==> src/include/ubc_pkg.sv <==
// Overview of operation
// - Divisor zero stops the baud clock; divisor one bypasses the divider.
// - Clock source is master clock, master clock over eight, or external pin.
// - Nonzero fractional field enables eighth-step fractional division.
// - Fractional division applies only in normal asynchronous mode.
// - Async baud is source over 8*(2-over)*(divisor+frac/8).
// - Sync baud clock is source divided by the integer divisor only.
// - Sync with source 3 uses the external clock undivided, divisor ignored.
// - Master clock source in sync mode gives 50:50 serial clock for even divisors; odd ones above one stay high one tick less than low.
// - Smart-card mode divides by divisor and drives card clock when enabled.
// - Smart-card sampling divider divides card clock by ratio up to 2047.
// - Card ratio field resets to 0x174, i.e. 372 card clocks per bit.
// - Receiver stays disabled after reset until its enable bit is written.
// - Transmitter stays disabled after reset until its enable bit is written.
// - Receiver configuration accepts writes while disabled and is used once enabled.
// - Soft reset clears status and state of its direction, keeping configuration.
// - Soft reset aborts that direction's communication immediately.
// - Receiver disable lets the current character finish first.
// - Transmitter disable lets shifting and holding characters finish first.
// - Timeguard is still inserted when transmitter is disabled while active.
package ubc_pkg;
	localparam logic [3:0] ADDR_CTRL  = 4'h0;
	localparam logic [3:0] ADDR_MODE  = 4'h1;
	localparam logic [3:0] ADDR_BAUD  = 4'h2;
	localparam logic [3:0] ADDR_RATIO = 4'h3;
	localparam logic [3:0] ADDR_STAT  = 4'h4;
	// Control bits
	localparam int CTRL_RST_RX = 2;
	localparam int CTRL_RST_TX = 3;
	localparam int CTRL_RX_EN  = 4;
	localparam int CTRL_RX_DIS = 5;
	localparam int CTRL_TX_EN  = 6;
	localparam int CTRL_TX_DIS = 7;
	// Mode fields
	localparam int MODE_OP_LSB  = 0;
	localparam int MODE_CLK_LSB = 4;
	localparam int MODE_SYNC    = 8;
	localparam int MODE_OVER    = 19;
	localparam int MODE_CARD_CLOCK_OUTPUT_ENABLE    = 18;
	// Baud fields
	localparam int BAUD_FP_LSB = 16;
	// Operating modes
	localparam logic [3:0] OP_NORMAL = 4'h0;
	localparam logic [3:0] OP_ISO_T0 = 4'h4;
	localparam logic [3:0] OP_ISO_T1 = 4'h6;
	// Clock sources
	localparam logic [1:0] CLK_MCK     = 2'h0;
	localparam logic [1:0] CLK_MCK_DIV = 2'h1;
	localparam logic [1:0] CLK_EXT     = 2'h3;
	localparam int         MCK_DIV     = 8;
	// Reset values
	localparam logic [31:0] MODE_RST  = 32'h0000_0000;
	localparam logic [15:0] CD_RST    = 16'h0000;
	localparam logic [2:0]  FP_RST    = 3'h0;
	localparam logic [10:0] RATIO_RST = 11'h174;
endpackage

==> src/hw/ubc_top.sv <==
`timescale 1ns/10ps
`default_nettype none
// Baud generation and receiver/transmitter enable control
module ubc_top
(
	input  wire logic        clk_sys_i,
	input  wire logic        nrst_i,
	input  wire logic [3:0]  addr_i,
	input  wire logic [31:0] wdata_i,
	input  wire logic        wr_i,
	input  wire logic        rd_i,
	output logic [31:0]      rdata_o,
	input  wire logic        sck_i,
	output logic             sck_o,
	output logic             sck_oe_n_o,
	input  wire logic        rx_char_busy_i,
	input  wire logic        tx_shift_busy_i,
	input  wire logic        tx_hold_full_i,
	input  wire logic        tx_guard_busy_i,
	output logic             rx_enabled_o,
	output logic             tx_enabled_o,
	output logic             rx_soft_rst_o,
	output logic             tx_soft_rst_o,
	output logic             sample_tick_o,
	output logic             baud_tick_o,
	output logic             etu_tick_o
);
	logic [31:0] mode_reg;
	logic [31:0] mode_next;
	logic [15:0] cd_reg;
	logic [15:0] cd_next;
	logic [2:0]  fp_reg;
	logic [2:0]  fp_next;
	logic [10:0] ratio_reg;
	logic [10:0] ratio_next;
	logic        rx_en_reg;
	logic        rx_en_next;
	logic        tx_en_reg;
	logic        tx_en_next;
	logic        rx_stop_reg;
	logic        rx_stop_next;
	logic        tx_stop_reg;
	logic        tx_stop_next;
	logic        rx_rst_reg;
	logic        rx_rst_next;
	logic        tx_rst_reg;
	logic        tx_rst_next;
	logic [31:0] rdata_reg;
	logic [31:0] rdata_next;
	logic        sck_m1_reg;
	logic        sck_m2_reg;
	logic        sck_m3_reg;
	logic [2:0]  pre_reg;
	logic [2:0]  pre_next;
	logic        src_tick;
	logic        div_pulse;
	logic        div_level;
	logic [3:0]  over_cnt_reg;
	logic [3:0]  over_cnt_next;
	logic [10:0] etu_cnt_reg;
	logic [10:0] etu_cnt_next;
	logic        smp_reg;
	logic        smp_next;
	logic        baud_reg;
	logic        baud_next;
	logic        etu_reg;
	logic        etu_next;
	logic        sck_reg;
	logic        sck_next;
	logic        sck_oe_n_reg;
	logic        sck_oe_n_next;
	logic        is_sync;
	logic        is_iso;
	logic        is_normal;
	logic        over;
	logic [1:0]  clk_sel;
	logic [2:0]  fp_eff;
	logic        ext_bypass;

	// Field decoding used by several paths
	function automatic logic is_write(input logic [3:0] a, input logic [3:0] target, input logic w);
		is_write = w && (a == target);
	endfunction

	assign is_sync    = mode_reg[ubc_pkg::MODE_SYNC];
	assign over       = mode_reg[ubc_pkg::MODE_OVER];
	assign clk_sel    = mode_reg[ubc_pkg::MODE_CLK_LSB +: 2];
	assign is_iso     = (mode_reg[ubc_pkg::MODE_OP_LSB +: 4] == ubc_pkg::OP_ISO_T0)
		|| (mode_reg[ubc_pkg::MODE_OP_LSB +: 4] == ubc_pkg::OP_ISO_T1);
	assign is_normal  = (mode_reg[ubc_pkg::MODE_OP_LSB +: 4] == ubc_pkg::OP_NORMAL) && !is_sync;
	assign fp_eff     = is_normal ? fp_reg : 3'h0;
	assign ext_bypass = is_sync && (clk_sel == ubc_pkg::CLK_EXT);

	// External clock synchroniser and edge detect
	always_ff @(posedge clk_sys_i or negedge nrst_i)
	begin
		if (!nrst_i)
		begin
			sck_m1_reg <= 1'b0;
			sck_m2_reg <= 1'b0;
			sck_m3_reg <= 1'b0;
		end
		else
		begin
			sck_m1_reg <= sck_i;
			sck_m2_reg <= sck_m1_reg;
			sck_m3_reg <= sck_m2_reg;
		end
	end

	// Source select with fixed prescaler
	always_comb
	begin
		pre_next = pre_reg + 3'h1;
		case (clk_sel)
			ubc_pkg::CLK_MCK:     src_tick = 1'b1;
			ubc_pkg::CLK_MCK_DIV: src_tick = (pre_reg == 3'(ubc_pkg::MCK_DIV - 1));
			ubc_pkg::CLK_EXT:     src_tick = sck_m2_reg && !sck_m3_reg;
			default:              src_tick = 1'b1;
		endcase
	end

	ubc_div u_div
	(
		.clk_sys_i (clk_sys_i),
		.nrst_i    (nrst_i),
		.tick_i    (src_tick),
		.div_i     (cd_reg),
		.frac_i    (fp_eff),
		.pulse_o   (div_pulse),
		.level_o   (div_level)
	);

	// Register writes and direction control
	always_comb
	begin
		mode_next    = mode_reg;
		cd_next      = cd_reg;
		fp_next      = fp_reg;
		ratio_next   = ratio_reg;
		rx_en_next   = rx_en_reg;
		tx_en_next   = tx_en_reg;
		rx_stop_next = rx_stop_reg;
		tx_stop_next = tx_stop_reg;
		rx_rst_next  = 1'b0;
		tx_rst_next  = 1'b0;
		if (is_write(addr_i, ubc_pkg::ADDR_MODE, wr_i))
			mode_next = wdata_i;
		if (is_write(addr_i, ubc_pkg::ADDR_BAUD, wr_i))
		begin
			cd_next = wdata_i[15:0];
			fp_next = wdata_i[ubc_pkg::BAUD_FP_LSB +: 3];
		end
		if (is_write(addr_i, ubc_pkg::ADDR_RATIO, wr_i))
			ratio_next = wdata_i[10:0];
		// Pending disables finish once traffic drains
		if (rx_stop_reg && !rx_char_busy_i)
		begin
			rx_en_next   = 1'b0;
			rx_stop_next = 1'b0;
		end
		if (tx_stop_reg && !tx_shift_busy_i && !tx_hold_full_i && !tx_guard_busy_i)
		begin
			tx_en_next   = 1'b0;
			tx_stop_next = 1'b0;
		end
		if (is_write(addr_i, ubc_pkg::ADDR_CTRL, wr_i))
		begin
			if (wdata_i[ubc_pkg::CTRL_RX_EN])
			begin
				rx_en_next   = 1'b1;
				rx_stop_next = 1'b0;
			end
			if (wdata_i[ubc_pkg::CTRL_TX_EN])
			begin
				tx_en_next   = 1'b1;
				tx_stop_next = 1'b0;
			end
			if (wdata_i[ubc_pkg::CTRL_RX_DIS] && (rx_en_next || rx_en_reg))
			begin
				rx_stop_next = rx_char_busy_i;
				rx_en_next   = rx_char_busy_i && rx_en_reg;
			end
			if (wdata_i[ubc_pkg::CTRL_TX_DIS] && (tx_en_next || tx_en_reg))
			begin
				tx_stop_next = tx_shift_busy_i || tx_hold_full_i || tx_guard_busy_i;
				tx_en_next   = tx_stop_next && tx_en_reg;
				if (!tx_en_next)
					tx_stop_next = 1'b0;
			end
			if (!rx_en_next)
				rx_stop_next = 1'b0;
			if (wdata_i[ubc_pkg::CTRL_RST_RX])
				rx_rst_next = 1'b1;
			if (wdata_i[ubc_pkg::CTRL_RST_TX])
				tx_rst_next = 1'b1;
		end
	end

	// Read mux, answered the cycle after the strobe
	always_comb
	begin
		rdata_next = 32'h0000_0000;
		if (rd_i)
		begin
			case (addr_i)
				ubc_pkg::ADDR_MODE:  rdata_next = mode_reg;
				ubc_pkg::ADDR_BAUD:  rdata_next = {13'h0000, fp_reg, cd_reg};
				ubc_pkg::ADDR_RATIO: rdata_next = {21'h000000, ratio_reg};
				ubc_pkg::ADDR_STAT:  rdata_next = {28'h0000000, tx_stop_reg, rx_stop_reg, tx_en_reg, rx_en_reg};
				default:             rdata_next = 32'h0000_0000;
			endcase
		end
	end

	// Oversampling, baud and card bit-time ticks
	always_comb
	begin
		over_cnt_next = over_cnt_reg;
		etu_cnt_next  = etu_cnt_reg;
		smp_next      = 1'b0;
		baud_next     = 1'b0;
		etu_next      = 1'b0;
		sck_next      = sck_reg;
		sck_oe_n_next = 1'b1;
		if (ext_bypass)
		begin
			baud_next = src_tick;
			smp_next  = src_tick;
		end
		else if (is_sync)
		begin
			baud_next     = div_pulse;
			smp_next      = div_pulse;
			sck_next      = div_level;
			sck_oe_n_next = 1'b0;
		end
		else if (is_iso)
		begin
			sck_next      = div_level;
			sck_oe_n_next = !mode_reg[ubc_pkg::MODE_CARD_CLOCK_OUTPUT_ENABLE];
			if (div_pulse)
			begin
				if (etu_cnt_reg + 11'h001 >= ratio_reg)
				begin
					etu_cnt_next = 11'h000;
					etu_next     = (ratio_reg != 11'h000);
					baud_next    = (ratio_reg != 11'h000);
				end
				else
					etu_cnt_next = etu_cnt_reg + 11'h001;
			end
		end
		else if (div_pulse)
		begin
			smp_next = 1'b1;
			if (over_cnt_reg == (over ? 4'h7 : 4'hF))
			begin
				over_cnt_next = 4'h0;
				baud_next     = 1'b1;
			end
			else
				over_cnt_next = over_cnt_reg + 4'h1;
		end
	end

	// State registers
	always_ff @(posedge clk_sys_i or negedge nrst_i)
	begin
		if (!nrst_i)
		begin
			mode_reg     <= ubc_pkg::MODE_RST;
			cd_reg       <= ubc_pkg::CD_RST;
			fp_reg       <= ubc_pkg::FP_RST;
			ratio_reg    <= ubc_pkg::RATIO_RST;
			rx_en_reg    <= 1'b0;
			tx_en_reg    <= 1'b0;
			rx_stop_reg  <= 1'b0;
			tx_stop_reg  <= 1'b0;
			rx_rst_reg   <= 1'b0;
			tx_rst_reg   <= 1'b0;
			rdata_reg    <= 32'h0000_0000;
			pre_reg      <= 3'h0;
			over_cnt_reg <= 4'h0;
			etu_cnt_reg  <= 11'h000;
			smp_reg      <= 1'b0;
			baud_reg     <= 1'b0;
			etu_reg      <= 1'b0;
			sck_reg      <= 1'b0;
			sck_oe_n_reg <= 1'b1;
		end
		else
		begin
			mode_reg     <= mode_next;
			cd_reg       <= cd_next;
			fp_reg       <= fp_next;
			ratio_reg    <= ratio_next;
			rx_en_reg    <= rx_en_next;
			tx_en_reg    <= tx_en_next;
			rx_stop_reg  <= rx_stop_next;
			tx_stop_reg  <= tx_stop_next;
			rx_rst_reg   <= rx_rst_next;
			tx_rst_reg   <= tx_rst_next;
			rdata_reg    <= rdata_next;
			pre_reg      <= pre_next;
			over_cnt_reg <= over_cnt_next;
			etu_cnt_reg  <= etu_cnt_next;
			smp_reg      <= smp_next;
			baud_reg     <= baud_next;
			etu_reg      <= etu_next;
			sck_reg      <= sck_next;
			sck_oe_n_reg <= sck_oe_n_next;
		end
	end

	assign rdata_o       = rdata_reg;
	assign sck_o         = sck_reg;
	assign sck_oe_n_o    = sck_oe_n_reg;
	assign rx_enabled_o  = rx_en_reg;
	assign tx_enabled_o  = tx_en_reg;
	assign rx_soft_rst_o = rx_rst_reg;
	assign tx_soft_rst_o = tx_rst_reg;
	assign sample_tick_o = smp_reg;
	assign baud_tick_o   = baud_reg;
	assign etu_tick_o    = etu_reg;
endmodule
`default_nettype wire

==> src/hw/ubc_div.sv <==
`timescale 1ns/10ps
`default_nettype none
// Divider with eighth-step fraction and 50:50 output on even divisors
module ubc_div
(
	input  wire logic        clk_sys_i,
	input  wire logic        nrst_i,
	input  wire logic        tick_i,
	input  wire logic [15:0] div_i,
	input  wire logic [2:0]  frac_i,
	output logic             pulse_o,
	output logic             level_o
);
	logic [15:0] cnt_reg;
	logic [15:0] cnt_next;
	logic [2:0]  acc_reg;
	logic [2:0]  acc_next;
	logic        lvl_reg;
	logic        lvl_next;
	logic [15:0] period;
	logic [3:0]  sum;
	logic [15:0] high_len;

	// Next count; fraction adds frac_i extra ticks every eight periods on average
	always_comb
	begin
		sum       = {1'b0, acc_reg} + {1'b0, frac_i};
		period    = div_i + {15'h0000, sum[3]};
		high_len  = {1'b0, period[15:1]};
		cnt_next  = cnt_reg;
		acc_next  = acc_reg;
		lvl_next  = lvl_reg;
		pulse_o   = 1'b0;
		if (div_i == 16'h0000)
		begin
			cnt_next = 16'h0000;
			lvl_next = 1'b0;
		end
		else if (tick_i)
		begin
			if (div_i == 16'h0001)
			begin
				pulse_o  = 1'b1;
				lvl_next = ~lvl_reg;
			end
			else if (cnt_reg + 16'h0001 >= period)
			begin
				cnt_next  = 16'h0000;
				acc_next  = sum[2:0];
				pulse_o   = 1'b1;
				lvl_next  = 1'b1;
			end
			else
			begin
				cnt_next = cnt_reg + 16'h0001;
				if (cnt_reg + 16'h0001 == high_len)
					lvl_next = 1'b0;
			end
		end
		level_o = lvl_reg;
	end

	always_ff @(posedge clk_sys_i or negedge nrst_i)
	begin
		if (!nrst_i)
		begin
			cnt_reg  <= 16'h0000;
			acc_reg  <= 3'h0;
			lvl_reg  <= 1'b0;
		end
		else
		begin
			cnt_reg  <= cnt_next;
			acc_reg  <= acc_next;
			lvl_reg  <= lvl_next;
		end
	end
endmodule
`default_nettype wire

==> config.mk <==
export PLATFORM = sky130hd
export DESIGN_NAME = ubc_top
export DESIGN_NICKNAME = d
export VERILOG_FILES = /design/src/include/ubc_pkg.sv /design/src/hw/ubc_top.sv /design/src/hw/ubc_div.sv
export SDC_FILE = /design/constraint.sdc
export NUM_CORES = 1
export LEC_CHECK = 0
export ABC_AREA = 1
export BUFFER_PORTS_ARGS = -buffer_cell sky130_fd_sc_hd__buf_4
export CAP_MARGIN = 10
export CORE_UTILIZATION = 44
export CTS_BUF_LIST = sky130_fd_sc_hd__clkbuf_16
export CTS_CLUSTER_DIAMETER = 150
export CTS_CLUSTER_SIZE = 30
export DETAILED_ROUTE_END_ITERATION = 10
export PLACE_DENSITY = 0.65
export RECOVER_POWER = 25
export SLEW_MARGIN = 40
export SYNTH_ARGS = -nofsm -noshare
export SYNTH_HDL_FRONTEND = slang
export SYNTH_SLANG_ARGS = --single-unit
==> constraint.sdc <==
create_clock -name clk_sys_i -period 4 [get_ports clk_sys_i]
set_input_delay 0.6 -clock clk_sys_i [delete_from_list [all_inputs] [get_ports clk_sys_i]]
set_output_delay 0.6 -clock clk_sys_i [all_outputs]
set_load 0.005 [all_outputs]
==> impl_metrics.tcl <==
set metrics [dict create \
    syn-num-nets 1100 \
    holdPathStages 1 \
    async_flop_share_pct 100 \
    crit_required_ps 4320 \
    p_leak_nw 5.09 \
    synth_seq_area_share_pct 46.5 \
    syn_to_final_growth_pct 24.5 \
    period_needed_ps 3890 \
    cp_max_fo 7 \
    yosysWarnings 0 \
    worst_pin_slew_ps 1750 \
    max_slew_margin_pct -16.4 \
    rsz0062_at_grt "yes" \
    power_density_nw_per_um2 496 \
    clock-sinks 146 \
    grt_pass1_wl_um 33000 \
    grt_antenna_before_repair 0 \
    slowest_stage "dfrtp_1" \
    ir_drop_mv 0.332 \
    timing.rr.start "mode_reg[0]" \
    clockRootBuffer "clkbuf_16" \
    die-area_sq_um 18400 \
    tns_ps 0 \
    core_sq_um 17400 \
    gp_congestion 0.904 \
    fmax_mhz 257 \
    synthTopCellsByCount "277 x nand2_1, 151 x inv_1, 140 x dfrtp_1" \
    p_total_mw 4.86 \
    routedWlPerCell_um 15.4 \
    grt-ovfl-total 0 \
    num_vias 6986 \
    cts_buffers 17 \
    synth_area_sq_um 7870 \
    first_iter_violations 518 \
    cpPeakStageDelay_ps 390 \
    cp-start-kind "flop" \
    htreeDepth 4 \
    finalSetupViolations 0 \
    routed_wl_um 20900 \
    io_buffers 85 \
    yosysUniqueCellTypes 37 \
    failed_checks "capacitance limit, slew limit" \
    rr_worst_depth 26 \
    synth_edf_count 0 \
    synth_top_cell_area_share_pct 44.5 \
    grt_pass1_vias 6530 \
    min_from "sck_i" \
    drc 0 \
    grt_use_total_pct 23.5 \
    crit_start "mode_reg[0]" \
    worstPathArrival_ps 4210 \
    cts_tree "done" \
    clockBufferDepth 2 \
    clk_latency_ps 430 \
    die_x_um 136 \
    layout.nets 1200 \
    worst_slack_ps 113 \
    io_pins 86 \
    first_pass_iters 8 \
    endpoint_kind "flop" \
    maxCapViolations 1 \
    synth_flop_cell "dfrtp_1" \
    clkTransAtPathRegs_ps 60 \
    viasPerCell 5.16 \
    layout-drive-gt1-share_pct 19.6 \
    fillers 1611 \
    status "finished with violations" \
    synthCells 1017 \
    fin_hold_ws_ps 292 \
    yosys-top-cells-area "dfrtp_1 45%, nand2_1 13%, inv_1 7.2%, ha_1 5.9%, o21ai_0 4.6%" \
    rows 48 \
    synth-seq-cells 146 \
    grt_max_degree 97 \
    dp_slack_ps 27.3 \
    slew_violations 29 \
    dp_hpwl_um 15100 \
    finClkSkew_ps 8.17 \
    syn_avg_cell_area_sq_um 7.74 \
    critPathKind "flop to flop" \
    die_h_um 136 \
    hold_class "primary input to flop" \
    yosys.area.top_type "dfrtp_1" \
    initial_utilization_pct 45.3 \
    final_antenna_net_count 0 \
    antenna_cells 0 \
    final_hold_viol_count 0 \
    fin_crit_sh_pct 97.2 \
    post-synth-top-count-cell "nand2_1" \
]
## worst paths after layout
path                            slack [ps]           endpoint
worst max-delay path                   110     etu_cnt_reg[4]
worst min-delay path                   290         sck_m1_reg
worst max register to register         110     etu_cnt_reg[4]
worst min register to register         350         sck_m2_reg
max in group asynchronous             1350        rdata_o[14]
min in group asynchronous              620  u_div.cnt_reg[13]
## area by class of cell
class / count / area [sq um] / share of cell area [%]
tap: 225 / 282 / 2.87
multi-input combinational: 691 / 3850 / 39.3
clock inverter: 15 / 183 / 1.86
inverter: 156 / 588 / 6.00
sequential: 146 / 3660 / 37.4
clock buffer: 17 / 425 / 4.34
timing repair buffer: 105 / 810 / 8.26
## routing by layer
layer  track usage [%]  vias up  wire, um
li1                  -     3466         -
met1              32.1     3261      9470
met2              36.6      229      9670
met3              5.39       30      1420
met4              7.87        0       356
met5                 0        -         0
## critical path: cells and delay by family (launching register included)
kind                       cells  cell delay, ps
adders and majority gates      4             890
AOI/OAI and AO/OA              4             410
and+or+nand+nor               14            1640
buffers and inverters          4             450
DFF                            1             390
## power by group
part	switching [mW]	leakage (nW)	total [mW]	internal [mW]
Clock	0.682	0.294	1.67	0.989
Sequential	0.235	1.88	1.94	1.71
Combinational	0.750	2.92	1.24	0.494
## timing repair
item	4_1_cts	5_1_grt
gates resized for setup	0	84
hold buffers	0	0
buffers inserted	0	8
setup endpoints to repair	0	38
## through the flow
stage,std cells,instance area (sq um),utilization (%)
floorplan,1017,7870,-
global placement,1312,8770,50.5
detailed placement,1312,8780,50.6
CTS,1344,9390,54.1
global route,1355,9800,56.5
finish,1355,9800,56.5
## cell usage in the layout, fill, tap and decap left out, drive strengths merged, types with 17 or more instances in the layout
| cell type | synthesis | routed |
|---|---|---|
| clkbuf | 17 | 20 |
| ha | 37 | 37 |
| buf | 8 | 102 |
| nor2 | 100 | 100 |
| dfrtp | 140 | 140 |
| xor2 | 17 | 17 |
| nand3 | 50 | 50 |
| nand2 | 278 | 278 |
| o21ai | 84 | 84 |
| nor3 | 18 | 18 |
| nand4 | 21 | 21 |
| a21oi | 37 | 37 |
| inv | 156 | 161 |
## cells by family (layout without fill, tap and decap cells)
group,after synthesis,in the layout,synth area share [%]
AND/OR/NAND/NOR,474,475,25.2
buffers and inverters,181,293,8.87
AO/OA/AOI/OAI,159,159,11.2
flip-flops,146,146,46.5
adder cells (fa/ha/maj),38,38,6.14
XOR/XNOR,19,19,2.11
Power figures use the tool's default switching activity.
